--- config.mk ---
export PLATFORM = sky130hd
export DESIGN_NAME = gksp_top
export DESIGN_NICKNAME = d
export VERILOG_FILES = /design/src/rtl/gksp_pkg.sv /design/src/rtl/gksp_top.sv
export VERILOG_INCLUDE_DIRS = /design/src /design/src/rtl
export SDC_FILE = /design/constraint.sdc
export NUM_CORES = 1
export LEC_CHECK = 0
export BUFFER_PORTS_ARGS = -buffer_cell sky130_fd_sc_hd__buf_2
export CAP_MARGIN = 0
export CORE_AREA = 4 4 119 121
export CTS_CLUSTER_DIAMETER = 40
export DETAILED_ROUTE_END_ITERATION = 10
export DIE_AREA = 0 0 123 125
export PLACE_DENSITY = 0.77
export SLEW_MARGIN = 20
export SYNTH_ARGS = -nofsm -noshare
export SYNTH_HDL_FRONTEND = slang
export SYNTH_SLANG_ARGS = --single-unit
--- constraint.sdc ---
create_clock -name clk -period 2.8 [get_ports clk]
set_clock_uncertainty 0.2 [all_clocks]
set_input_delay 0 -clock clk [delete_from_list [all_inputs] [get_ports clk]]
set_output_delay 0 -clock clk [all_outputs]
set_load 0.03 [all_outputs]
--- src/rtl/gksp_params.svh ---
// Register indices, field positions and timing counts of the GPIO block
`ifndef GKSP_PARAMS_SVH
`define GKSP_PARAMS_SVH

// Register indices; byte address is four times the index
`define GKSP_IDX_P1_ALT 10'h0D5
`define GKSP_IDX_P2_ALT 10'h0D5
`define GKSP_IDX_P0_DATA 10'h0D8
`define GKSP_IDX_P1_DATA 10'h0D9
`define GKSP_IDX_P2_DATA 10'h0DA
`define GKSP_IDX_P3_DATA 10'h0DB
`define GKSP_IDX_PORT0_DIRECTION 10'h240
`define GKSP_IDX_PORT0_PIN_CONFIG 10'h241
`define GKSP_IDX_PORT1_DIRECTION 10'h244
`define GKSP_IDX_PORT1_PIN_CONFIG 10'h245
`define GKSP_IDX_PORT2_DIRECTION 10'h248
`define GKSP_IDX_PORT2_PIN_CONFIG 10'h249
`define GKSP_IDX_PORT3_NIBBLE_DIRECTION 10'h24C
`define GKSP_IDX_LCD_CTL 10'h250
`define GKSP_IDX_KS_CTL 10'h252
`define GKSP_IDX_KS_COM 10'h253
`define GKSP_IDX_KS_LATCH 10'h254
`define GKSP_IDX_IRQ_EN 10'h260
`define GKSP_IDX_IRQ_ST 10'h261
`define GKSP_IDX_HALT_RELEASE_ENABLE 10'h262
`define GKSP_IDX_TMCLK 10'h263

// Field positions
`define GKSP_BIT_SEG_BLANK 0
`define GKSP_BIT_KS_CLEAR 1
`define GKSP_BIT_LCD_FOUR 6
`define GKSP_BIT_LCD_ON 7
`define GKSP_BIT_P0_EVENT 2
`define GKSP_CFG_PU 0
`define GKSP_CFG_OD 1
`define GKSP_CFG_WEAK 2
`define GKSP_CFG_KS 3
`define GKSP_CFG_HI 4

// Reset value of every control register
`define GKSP_RST_BYTE 8'h00

// Timer clock select codes
`define GKSP_TMSEL_PIN 2'b11
`define GKSP_TMSEL_XTAL 2'b10

// Pull-up window at the tail of each common period
`define GKSP_CLK_PERIOD_NS 25
`define GKSP_KS_PULL_US 30
`define GKSP_KS_PULL_CYC ((`GKSP_KS_PULL_US * 1000) / `GKSP_CLK_PERIOD_NS)

`endif

--- src/rtl/gksp_pkg.sv ---
// Types shared by the GPIO and key strobe block
package gksp_pkg;

  typedef struct packed {
    logic [7:0] p3;
    logic [1:0] p2;
    logic [1:0] p1;
    logic [5:0] p0;
  } gksp_pads_t;

  typedef enum logic [1:0] {
    GKSP_BUS_IDLE = 2'b00,
    GKSP_BUS_RD_WAIT = 2'b01,
    GKSP_BUS_RD_DONE = 2'b11,
    GKSP_BUS_WRITE = 2'b10
  } gksp_bus_t;

  typedef struct packed {
    gksp_bus_t bus;
    logic [9:0] idx;
    logic [31:0] rdata;
    logic [5:0] p0_data;
    logic [5:0] port0_direction;
    logic [7:0] port0_pin_config;
    logic [1:0] p1_data;
    logic [1:0] port1_direction;
    logic [3:0] port1_pin_config;
    logic [1:0] p1_alt;
    logic [1:0] p2_data;
    logic [1:0] port2_direction;
    logic [3:0] port2_pin_config;
    logic [7:0] p3_data;
    logic [1:0] port3_nibble_direction;
    logic seg_blank;
    logic lcd_on;
    logic lcd_four;
    logic [7:0] latch;
    logic [2:0] com_idx;
    logic armed;
    logic irq_en;
    logic irq_st;
    logic halt_release_enable;
    logic [3:0] tmsel;
    gksp_pads_t pad_q;
    logic [1:0] p0_prev;
  } gksp_state_t;

endpackage

--- src/rtl/gksp_top.sv ---
// GPIO ports 0..3 with key strobe scanner behind an AHB-Lite slave
//
// Register access over AHB-Lite was left to the implementer.
`timescale 1ns/1ps
`include "gksp_params.svh"

module gksp_top (
  input wire logic clk, // System clock, 40 MHz
  input wire logic resetn, // Asynchronous reset, active low
  input wire logic hsel, // Slave select
  input wire logic [31:0] haddr, // Byte address
  input wire logic [1:0] htrans, // Transfer type
  input wire logic hwrite, // Write when high
  input wire logic [2:0] hsize, // Transfer size, word only
  input wire logic [31:0] hwdata, // Write data
  input wire logic hready, // Bus ready
  output logic hreadyout, // Slave ready
  output logic hresp, // Always OKAY
  output logic [31:0] hrdata, // Read data
  input wire gksp_pkg::gksp_pads_t pad_in, // Pad levels
  output gksp_pkg::gksp_pads_t pad_out, // Pad drive values
  output gksp_pkg::gksp_pads_t pad_oe, // Pad drive enables
  output gksp_pkg::gksp_pads_t pad_pullup, // Pull-up switched on
  output gksp_pkg::gksp_pads_t pad_weak, // Weak pull-up chosen
  input wire logic [2:0] lcd_com_index, // Active common number
  input wire logic lcd_com_low, // Common in its low-active period
  input wire logic [15:0] lcd_com_left, // Cycles left in that period
  input wire logic [31:0] seg_data, // Display RAM segment bits
  output logic [31:0] seg_out, // Segment outputs
  output logic lcd_on, // LCD switched on
  output logic lcd_four_com, // Four-common mode
  input wire logic [1:0] port3_enable, // Port 3 nibble enables
  input wire logic first_timer_carrier, // Carrier of first timer
  input wire logic second_timer_carrier, // Carrier of second timer
  input wire logic slow_crystal_clock, // Slow crystal clock level
  output logic first_timer_clk_in, // External clock, first timer
  output logic second_timer_clk_in, // Clock chosen for second timer
  output logic port0_irq, // Port 0 interrupt and stop wake
  output logic halt_release // Port 0 halt release request
);
  import gksp_pkg::*;

  localparam logic [15:0] KS_PULL_CYC = 16'(`GKSP_KS_PULL_CYC);

  gksp_state_t st;
  gksp_state_t next_st;

  logic addr_ok;
  logic take;
  logic window;
  logic scan_active;
  logic [7:0] ks_pins;
  logic [7:0] low_hits;
  logic capture;
  logic clear_req;
  logic p0_edge;
  logic [31:0] read_val;

  // Pull-up for one pin group; strobe pins pull only in the window while the LCD is on
  function automatic logic pull_on(input logic pu, input logic ks,
                                   input logic dir, input logic win);
    pull_on = pu & ~dir & (~ks | ~st.lcd_on | win);
  endfunction

  // Addresses above the low 4 KB decode to an unused index; alignment is not checked
  assign addr_ok = (haddr[31:12] == 20'h00000);
  assign take = hsel & hready & htrans[1];

  // Pull-up window covers the tail of each common's low-active period
  assign window = lcd_com_low & (lcd_com_left <= KS_PULL_CYC);
  assign scan_active = (st.port0_pin_config[`GKSP_CFG_KS] |
                        st.port0_pin_config[`GKSP_CFG_HI + `GKSP_CFG_KS] |
                        st.port1_pin_config[`GKSP_CFG_KS]) & st.lcd_on;

  // Strobe pins map onto the latch as port 1 above port 0
  assign ks_pins = {{2{st.port1_pin_config[`GKSP_CFG_KS]}},
                    {2{st.port0_pin_config[`GKSP_CFG_HI + `GKSP_CFG_KS]}},
                    {4{st.port0_pin_config[`GKSP_CFG_KS]}}};
  assign low_hits = ks_pins & ~{st.port1_direction, st.port0_direction} &
                    ~{st.pad_q.p1, st.pad_q.p0};
  // Sampling only inside the window sees keys with the pull-up applied
  assign capture = scan_active & window & st.armed & (|low_hits);
  assign clear_req = (st.bus == GKSP_BUS_WRITE) &&
                     (st.idx == `GKSP_IDX_KS_CTL) &&
                     hwdata[`GKSP_BIT_KS_CLEAR];

  // Either edge on an input pin 0.0 or 0.4 is a port 0 event
  assign p0_edge = |((st.p0_prev ^ {st.pad_q.p0[4], st.pad_q.p0[0]}) &
                     ~{st.port0_direction[4], st.port0_direction[0]});

  // Read mux; output pins read one on ports 0-2, zero on port 3
  always_comb begin
    read_val = 32'h00000000;
    unique case (st.idx)
      `GKSP_IDX_P1_ALT: read_val[1:0] = st.p1_alt;
      `GKSP_IDX_P0_DATA: read_val[5:0] = st.port0_direction | st.pad_q.p0;
      `GKSP_IDX_P1_DATA: read_val[1:0] = st.port1_direction | st.pad_q.p1;
      `GKSP_IDX_P2_DATA: read_val[1:0] = st.port2_direction | st.pad_q.p2;
      `GKSP_IDX_P3_DATA: read_val[7:0] =
        ~{{4{st.port3_nibble_direction[1]}}, {4{st.port3_nibble_direction[0]}}} & st.pad_q.p3;
      `GKSP_IDX_PORT0_DIRECTION: read_val[5:0] = st.port0_direction;
      `GKSP_IDX_PORT0_PIN_CONFIG: read_val[7:0] = st.port0_pin_config;
      `GKSP_IDX_PORT1_DIRECTION: read_val[1:0] = st.port1_direction;
      `GKSP_IDX_PORT1_PIN_CONFIG: read_val[3:0] = st.port1_pin_config;
      `GKSP_IDX_PORT2_DIRECTION: read_val[1:0] = st.port2_direction;
      `GKSP_IDX_PORT2_PIN_CONFIG: read_val[3:0] = st.port2_pin_config;
      `GKSP_IDX_PORT3_NIBBLE_DIRECTION: read_val[1:0] = st.port3_nibble_direction;
      `GKSP_IDX_LCD_CTL: begin
        read_val[`GKSP_BIT_LCD_ON] = st.lcd_on;
        read_val[`GKSP_BIT_LCD_FOUR] = st.lcd_four;
      end
      `GKSP_IDX_KS_COM: read_val[2:0] = st.com_idx;
      `GKSP_IDX_KS_LATCH: read_val[7:0] = st.latch;
      `GKSP_IDX_IRQ_EN: read_val[`GKSP_BIT_P0_EVENT] = st.irq_en;
      `GKSP_IDX_IRQ_ST: read_val[`GKSP_BIT_P0_EVENT] = st.irq_st;
      `GKSP_IDX_HALT_RELEASE_ENABLE: read_val[`GKSP_BIT_P0_EVENT] = st.halt_release_enable;
      `GKSP_IDX_TMCLK: read_val[3:0] = st.tmsel;
      default: read_val = 32'h00000000;
    endcase
  end

  // Next state: bus sequencing, register writes, pad sampling, scanner
  always_comb begin
    next_st = st;
    next_st.pad_q = pad_in;
    next_st.p0_prev = {st.pad_q.p0[4], st.pad_q.p0[0]};
    // Reads wait one cycle so a write just before them is visible
    unique case (st.bus)
      GKSP_BUS_RD_WAIT: begin
        next_st.rdata = read_val;
        next_st.bus = GKSP_BUS_RD_DONE;
      end
      GKSP_BUS_IDLE, GKSP_BUS_RD_DONE, GKSP_BUS_WRITE: begin
        next_st.bus = GKSP_BUS_IDLE;
      end
    endcase
    if (st.bus != GKSP_BUS_RD_WAIT && take) begin
      next_st.idx = addr_ok ? haddr[11:2] : 10'h3FF;
      next_st.bus = hwrite ? GKSP_BUS_WRITE : GKSP_BUS_RD_WAIT;
    end
    // Data phase of a write; low byte lanes carry all fields
    if (st.bus == GKSP_BUS_WRITE) begin
      unique case (st.idx)
        `GKSP_IDX_P1_ALT: next_st.p1_alt = hwdata[1:0];
        `GKSP_IDX_P0_DATA: next_st.p0_data = hwdata[5:0];
        `GKSP_IDX_P1_DATA: next_st.p1_data = hwdata[1:0];
        `GKSP_IDX_P2_DATA: next_st.p2_data = hwdata[1:0];
        `GKSP_IDX_P3_DATA: next_st.p3_data = hwdata[7:0];
        `GKSP_IDX_PORT0_DIRECTION: next_st.port0_direction = hwdata[5:0];
        `GKSP_IDX_PORT0_PIN_CONFIG: next_st.port0_pin_config = hwdata[7:0];
        `GKSP_IDX_PORT1_DIRECTION: next_st.port1_direction = hwdata[1:0];
        `GKSP_IDX_PORT1_PIN_CONFIG: next_st.port1_pin_config = hwdata[3:0];
        `GKSP_IDX_PORT2_DIRECTION: next_st.port2_direction = hwdata[1:0];
        `GKSP_IDX_PORT2_PIN_CONFIG: next_st.port2_pin_config = hwdata[3:0];
        `GKSP_IDX_PORT3_NIBBLE_DIRECTION: next_st.port3_nibble_direction = hwdata[1:0];
        `GKSP_IDX_LCD_CTL: begin
          next_st.lcd_on = hwdata[`GKSP_BIT_LCD_ON];
          next_st.lcd_four = hwdata[`GKSP_BIT_LCD_FOUR];
        end
        `GKSP_IDX_KS_CTL: next_st.seg_blank = hwdata[`GKSP_BIT_SEG_BLANK];
        `GKSP_IDX_IRQ_EN: next_st.irq_en = hwdata[`GKSP_BIT_P0_EVENT];
        `GKSP_IDX_IRQ_ST: begin
          if (hwdata[`GKSP_BIT_P0_EVENT]) begin
            next_st.irq_st = 1'b0;
          end
        end
        `GKSP_IDX_HALT_RELEASE_ENABLE: next_st.halt_release_enable = hwdata[`GKSP_BIT_P0_EVENT];
        `GKSP_IDX_TMCLK: next_st.tmsel = hwdata[3:0];
        default: next_st.seg_blank = st.seg_blank;
      endcase
    end
    // A new event beats a clear written in the same cycle
    if (p0_edge) begin
      next_st.irq_st = 1'b1;
    end
    // Strobe clear empties the latch and re-arms; a key in the same
    // cycle is caught only if the scanner was already armed
    if (clear_req) begin
      next_st.latch = 8'h00;
      next_st.armed = 1'b1;
    end
    if (capture) begin
      next_st.latch = low_hits;
      next_st.com_idx = lcd_com_index;
      next_st.armed = 1'b0;
    end
  end

  // State register; everything resets to zero except the scanner arm
  always_ff @(posedge clk or negedge resetn) begin
    if (!resetn) begin
      st <= '0;
      st.armed <= 1'b1;
    end else begin
      st <= next_st;
    end
  end

  // Bus answers; only reads ever insert a wait state
  assign hreadyout = (st.bus != GKSP_BUS_RD_WAIT);
  assign hresp = 1'b0;
  assign hrdata = st.rdata;

  // Segment outputs blank to zero on request
  assign seg_out = st.seg_blank ? 32'h00000000 : seg_data;
  assign lcd_on = st.lcd_on;
  assign lcd_four_com = st.lcd_four;

  // Port 0 and 1 drivers; open-drain drives only a low
  genvar gi;
  generate
    for (gi = 0; gi < 6; gi++) begin : g_p0
      localparam int GRP = (gi < 4) ? 0 : `GKSP_CFG_HI;
      assign pad_out.p0[gi] = st.p0_data[gi] &
                              ~st.port0_pin_config[GRP + `GKSP_CFG_OD];
      assign pad_oe.p0[gi] = st.port0_direction[gi] &
        (~st.port0_pin_config[GRP + `GKSP_CFG_OD] | ~st.p0_data[gi]);
      assign pad_pullup.p0[gi] = pull_on(st.port0_pin_config[GRP + `GKSP_CFG_PU],
        st.port0_pin_config[GRP + `GKSP_CFG_KS], st.port0_direction[gi], window);
      assign pad_weak.p0[gi] = st.port0_pin_config[GRP + `GKSP_CFG_WEAK];
    end
    for (gi = 0; gi < 2; gi++) begin : g_p12
      logic val1;
      // Alternate select swaps the data bit for a timer carrier
      assign val1 = st.p1_alt[gi] ?
        (gi == 0 ? first_timer_carrier : second_timer_carrier) :
        st.p1_data[gi];
      assign pad_out.p1[gi] = val1 & ~st.port1_pin_config[`GKSP_CFG_OD];
      assign pad_oe.p1[gi] = st.port1_direction[gi] &
        (~st.port1_pin_config[`GKSP_CFG_OD] | ~val1);
      assign pad_pullup.p1[gi] = pull_on(st.port1_pin_config[`GKSP_CFG_PU],
        st.port1_pin_config[`GKSP_CFG_KS], st.port1_direction[gi], window);
      assign pad_weak.p1[gi] = st.port1_pin_config[`GKSP_CFG_WEAK];
      // Port 2 ignores its reserved alternate bits
      assign pad_out.p2[gi] = st.p2_data[gi] & ~st.port2_pin_config[2 + gi];
      assign pad_oe.p2[gi] = st.port2_direction[gi] &
        (~st.port2_pin_config[2 + gi] | ~st.p2_data[gi]);
      assign pad_pullup.p2[gi] = st.port2_pin_config[gi] & ~st.port2_direction[gi];
      assign pad_weak.p2[gi] = 1'b0;
    end
    // Port 3 shares pads with segments 31 down to 24
    for (gi = 0; gi < 8; gi++) begin : g_p3
      assign pad_out.p3[gi] = port3_enable[gi / 4] ? st.p3_data[gi] :
                              seg_out[31 - gi];
      assign pad_oe.p3[gi] = port3_enable[gi / 4] ? st.port3_nibble_direction[gi / 4] :
                             1'b1;
      assign pad_pullup.p3[gi] = 1'b0;
      assign pad_weak.p3[gi] = 1'b0;
    end
  endgenerate

  // First timer clock from registered pad 0.4; second from pad 0.5 or the slow crystal clock
  assign first_timer_clk_in = st.pad_q.p0[4];
  always_comb begin
    second_timer_clk_in = 1'b0;
    if (st.tmsel[3:2] == `GKSP_TMSEL_PIN) begin
      second_timer_clk_in = st.pad_q.p0[5];
    end else if (st.tmsel[3:2] == `GKSP_TMSEL_XTAL) begin
      second_timer_clk_in = slow_crystal_clock;
    end
  end

  // Port 0 event requests, gated by their enables
  assign port0_irq = st.irq_st & st.irq_en;
  assign halt_release = st.irq_st & st.halt_release_enable;
endmodule

==> results.json <==
{
  "grt_busiest_layer": "met2",
  "p_int_mw": 2.734,
  "synth_ff_type": "dfrtp_1",
  "timing.final.hold_violations": 0,
  "synthTopCellsByArea": "dfrtp_1 45%, mux2_2 12%, buf_4 8.0%, nor2b_1 5.2%, nand2_1 2.4%",
  "syn_area_um2": 6093,
  "clock.fmax_mhz": 396.0,
  "vias": 5411,
  "htree_levels": 3,
  "drive_gt1_frac": 0.3944,
  "met3_usage": 0.06504,
  "fp.coreArea_um2": 13090,
  "finalSetupTns_ns": 0,
  "async_flop_share": 1.000,
  "dp_slack_ns": 0.3407,
  "powerDensity_nw_per_um2": 488.6,
  "worstMarginPinSlew_ns": 0.9821,
  "grt_max_degree": 57,
  "combPwrFrac": 0.196,
  "critPathMaxFanout": 8,
  "overflow": 0,
  "cts_tree": "built",
  "setup_viol": 0,
  "cts_resized": 0,
  "cts_sinks": 110,
  "synth_top_area_frac": 0.4476,
  "dpl.hpwl_mm": 14.21,
  "slew_headroom": 0.3453,
  "drv_slew": 0,
  "synth.cells.most_frequent": "109 x dfrtp_1, 65 x buf_4, 64 x mux2_2, 51 x nor2b_1, 39 x nand2_1",
  "worst_ir_drop_vdd_mv": 0.3331,
  "seqPwrFrac": 0.446,
  "synth.most_common_cell": "dfrtp_1",
  "die_area_um2": 15380,
  "clk_pin_slew_ns": 0.08,
  "grtUsageMet1": 0.2995,
  "crit_path_start_kind": "flop",
  "crit_type": "flop to flop",
  "timing.final.crit_share": 0.9018,
  "grt_usage": 0.2439,
  "first_pass_iters": 5,
  "routed_wl_mm": 18.79,
  "netlist_instances": 593,
  "synth_edf_count": 0,
  "run_status": "complete, no violations",
  "ant_nets": 0,
  "hp-class": "primary input to asynchronous set/reset pin",
  "ys_ff_latch": 110,
  "die_h_um": 125,
  "ioPinCount": 293,
  "crit_top_cell": "nand2_1",
  "initial_utilization": 0.4657,
  "path_buf_inv": 1,
  "antenna_found_initial": 0,
  "viasPerCell": 5.264,
  "yosysWarningCount": 0,
  "switching_power_mw": 1.157,
  "drc": 0,
  "critical_path.max_stage_delay_ns": 0.40,
  "p_sw_frac": 0.2974,
  "grtUsageMet2": 0.4201,
  "cp_cell_sequence": "nor4bb_1 > buf_4 > and2_1 > nand2_1 > nor2_1 > nand2_1 > mux2_2",
  "cts-root-buf": "clkbuf_16",
  "cts_buffers": 9,
  "setup_ws_ns": 0.2749,
  "p_leak_nw": 3.789,
  "grt_pass1_vias": 5522,
  "min_period_ns": 2.525,
  "drtIter0Drc": 478,
  "end_kind": "flop",
  "antenna_cells": 0,
  "clock_path_buffers": 2,
  "rows": 42,
  "insertion_delay_ns": 0.36,
  "avgSynthCellArea_um2": 10.28,
  "rsz0062_at_grt": "false",
  "synth_area_leader_cell": "dfrtp_1",
  "path_delay_family": "simple AND/OR/NAND/NOR gates",
  "die_x_um": 123,
  "grt_first_pass_wirelength_mm": 29.24,
  "worst-endpoint-required_ns": 2.84,
  "wl_per_cell_um": 18.28,
  "drv_cap": 0,
  "port_buffers": 219,
  "nNetsFinal": 996,
  "yosysSeqAreaShare": 0.4520,
  "syn_to_final_growth_pct": 30.72,
  "clkPwrFrac": 0.358,
  "slowest_stage": "dfrtp_1",
  "worstPathArrival_ns": 2.57,
  "gp_congestion": 0.9569,
  "yosysUniqueCellTypes": 62
}
[sequential cells by signal (all words and copies together) (netlist names)]
register	flops
first_timer_clk_in	1
hrdata	8
ks_pins	3
lcd_four_com	1
lcd_on	1
next_st	1
pad_weak	3
st	92
[layout make-up]
type                    instances  area, µm²
well taps                     176      220.2
fillers                      1129       5120
clock inverters                 5      88.84
flip-flops and latches        110       2754
multi-input cells             426       2870
inverters                       8      30.03
repair buffers                292       1769
clock buffers                  11      232.7
[power groups by stage]
stage / clock network, mW / logic, mW / registers [mW]
after floorplan: 0 / 0.519 / 1.74
after global placement: 0 / 0.701 / 1.76
after detailed placement: 0 / 0.707 / 1.76
after CTS: 1.42 / 0.764 / 1.73
after global routing: 1.47 / 0.821 / 1.74
final: 1.39 / 0.764 / 1.74
[layout by cell type, fill, tap and decap left out, drive strengths merged, types with 11 or more instances in the layout]
cell type / Yosys / routed
nor3: 12 / 12
nor2b: 51 / 51
dlygate4sd3: 0 / 44
mux2i: 11 / 11
mux2: 67 / 67
inv: 8 / 11
nand2: 39 / 39
nor4: 11 / 11
buf: 71 / 248
nor2: 36 / 36
o21ai: 22 / 22
clkbuf: 20 / 11
dfrtp: 109 / 109
nand3: 19 / 19
conb: 1 / 43
[cell families after synthesis]
group	share of synthesized area
buf+inv	0.1029
simple gates	0.1805
mux	0.1474
other cells	0.0006154
xor+xnor	0.002875
compound gates	0.1138
flops	0.4520
[timing repair]
action | CTS | global route
endpoints found under the hold margin | 182 | 0
setup buffers | 0 | 0
hold buffers | 44 | 0
endpoints found under the setup margin | 0 | 0
[stage by stage]
stage | instances | area (µm²) | total power, mW | utilization | hold WS [ns]
floorplan | 635 | 6251 | 2.258 | - | -0.4956
global placement | 968 | 7203 | 2.463 | 0.5505 | -0.1021
detailed placement | 968 | 7203 | 2.471 | 0.5505 | -0.09743
CTS | 1028 | 7965 | 3.916 | 0.6087 | 0.06549
global route | 1028 | 7965 | 4.033 | 0.6087 | 0.06905
finish | 1028 | 7965 | 3.891 | 0.6087 | 0.04673
[per-layer routing]
metal / routed length, µm / vias up / share of wire
met5: 0 / - / 0
met4: 388 / 0 / 0.021
met3: 1416 / 32 / 0.075
met2: 9638 / 257 / 0.51
met1: 7349 / 2615 / 0.39
li1: - / 2507 / -
[final timing paths]
| path | startpoint | endpoint | slack [ns] | cells past startpoint |
|---|---|---|---|---|
| min in group clk | pad_in[15] | st[17] | 0.07 | 2 |
| max in group asynchronous | resetn | st[71] | 1.64 | 3 |
| max | st[130] | st[48] | 0.27 | 7 |
| max reg2reg | st[130] | st[48] | 0.27 | 7 |
| min reg2reg | next_st[0] | st[0] | 0.26 | 0 |
| min | resetn | st[4] | 0.05 | 2 |
Power figures use the tool's default switching activity.
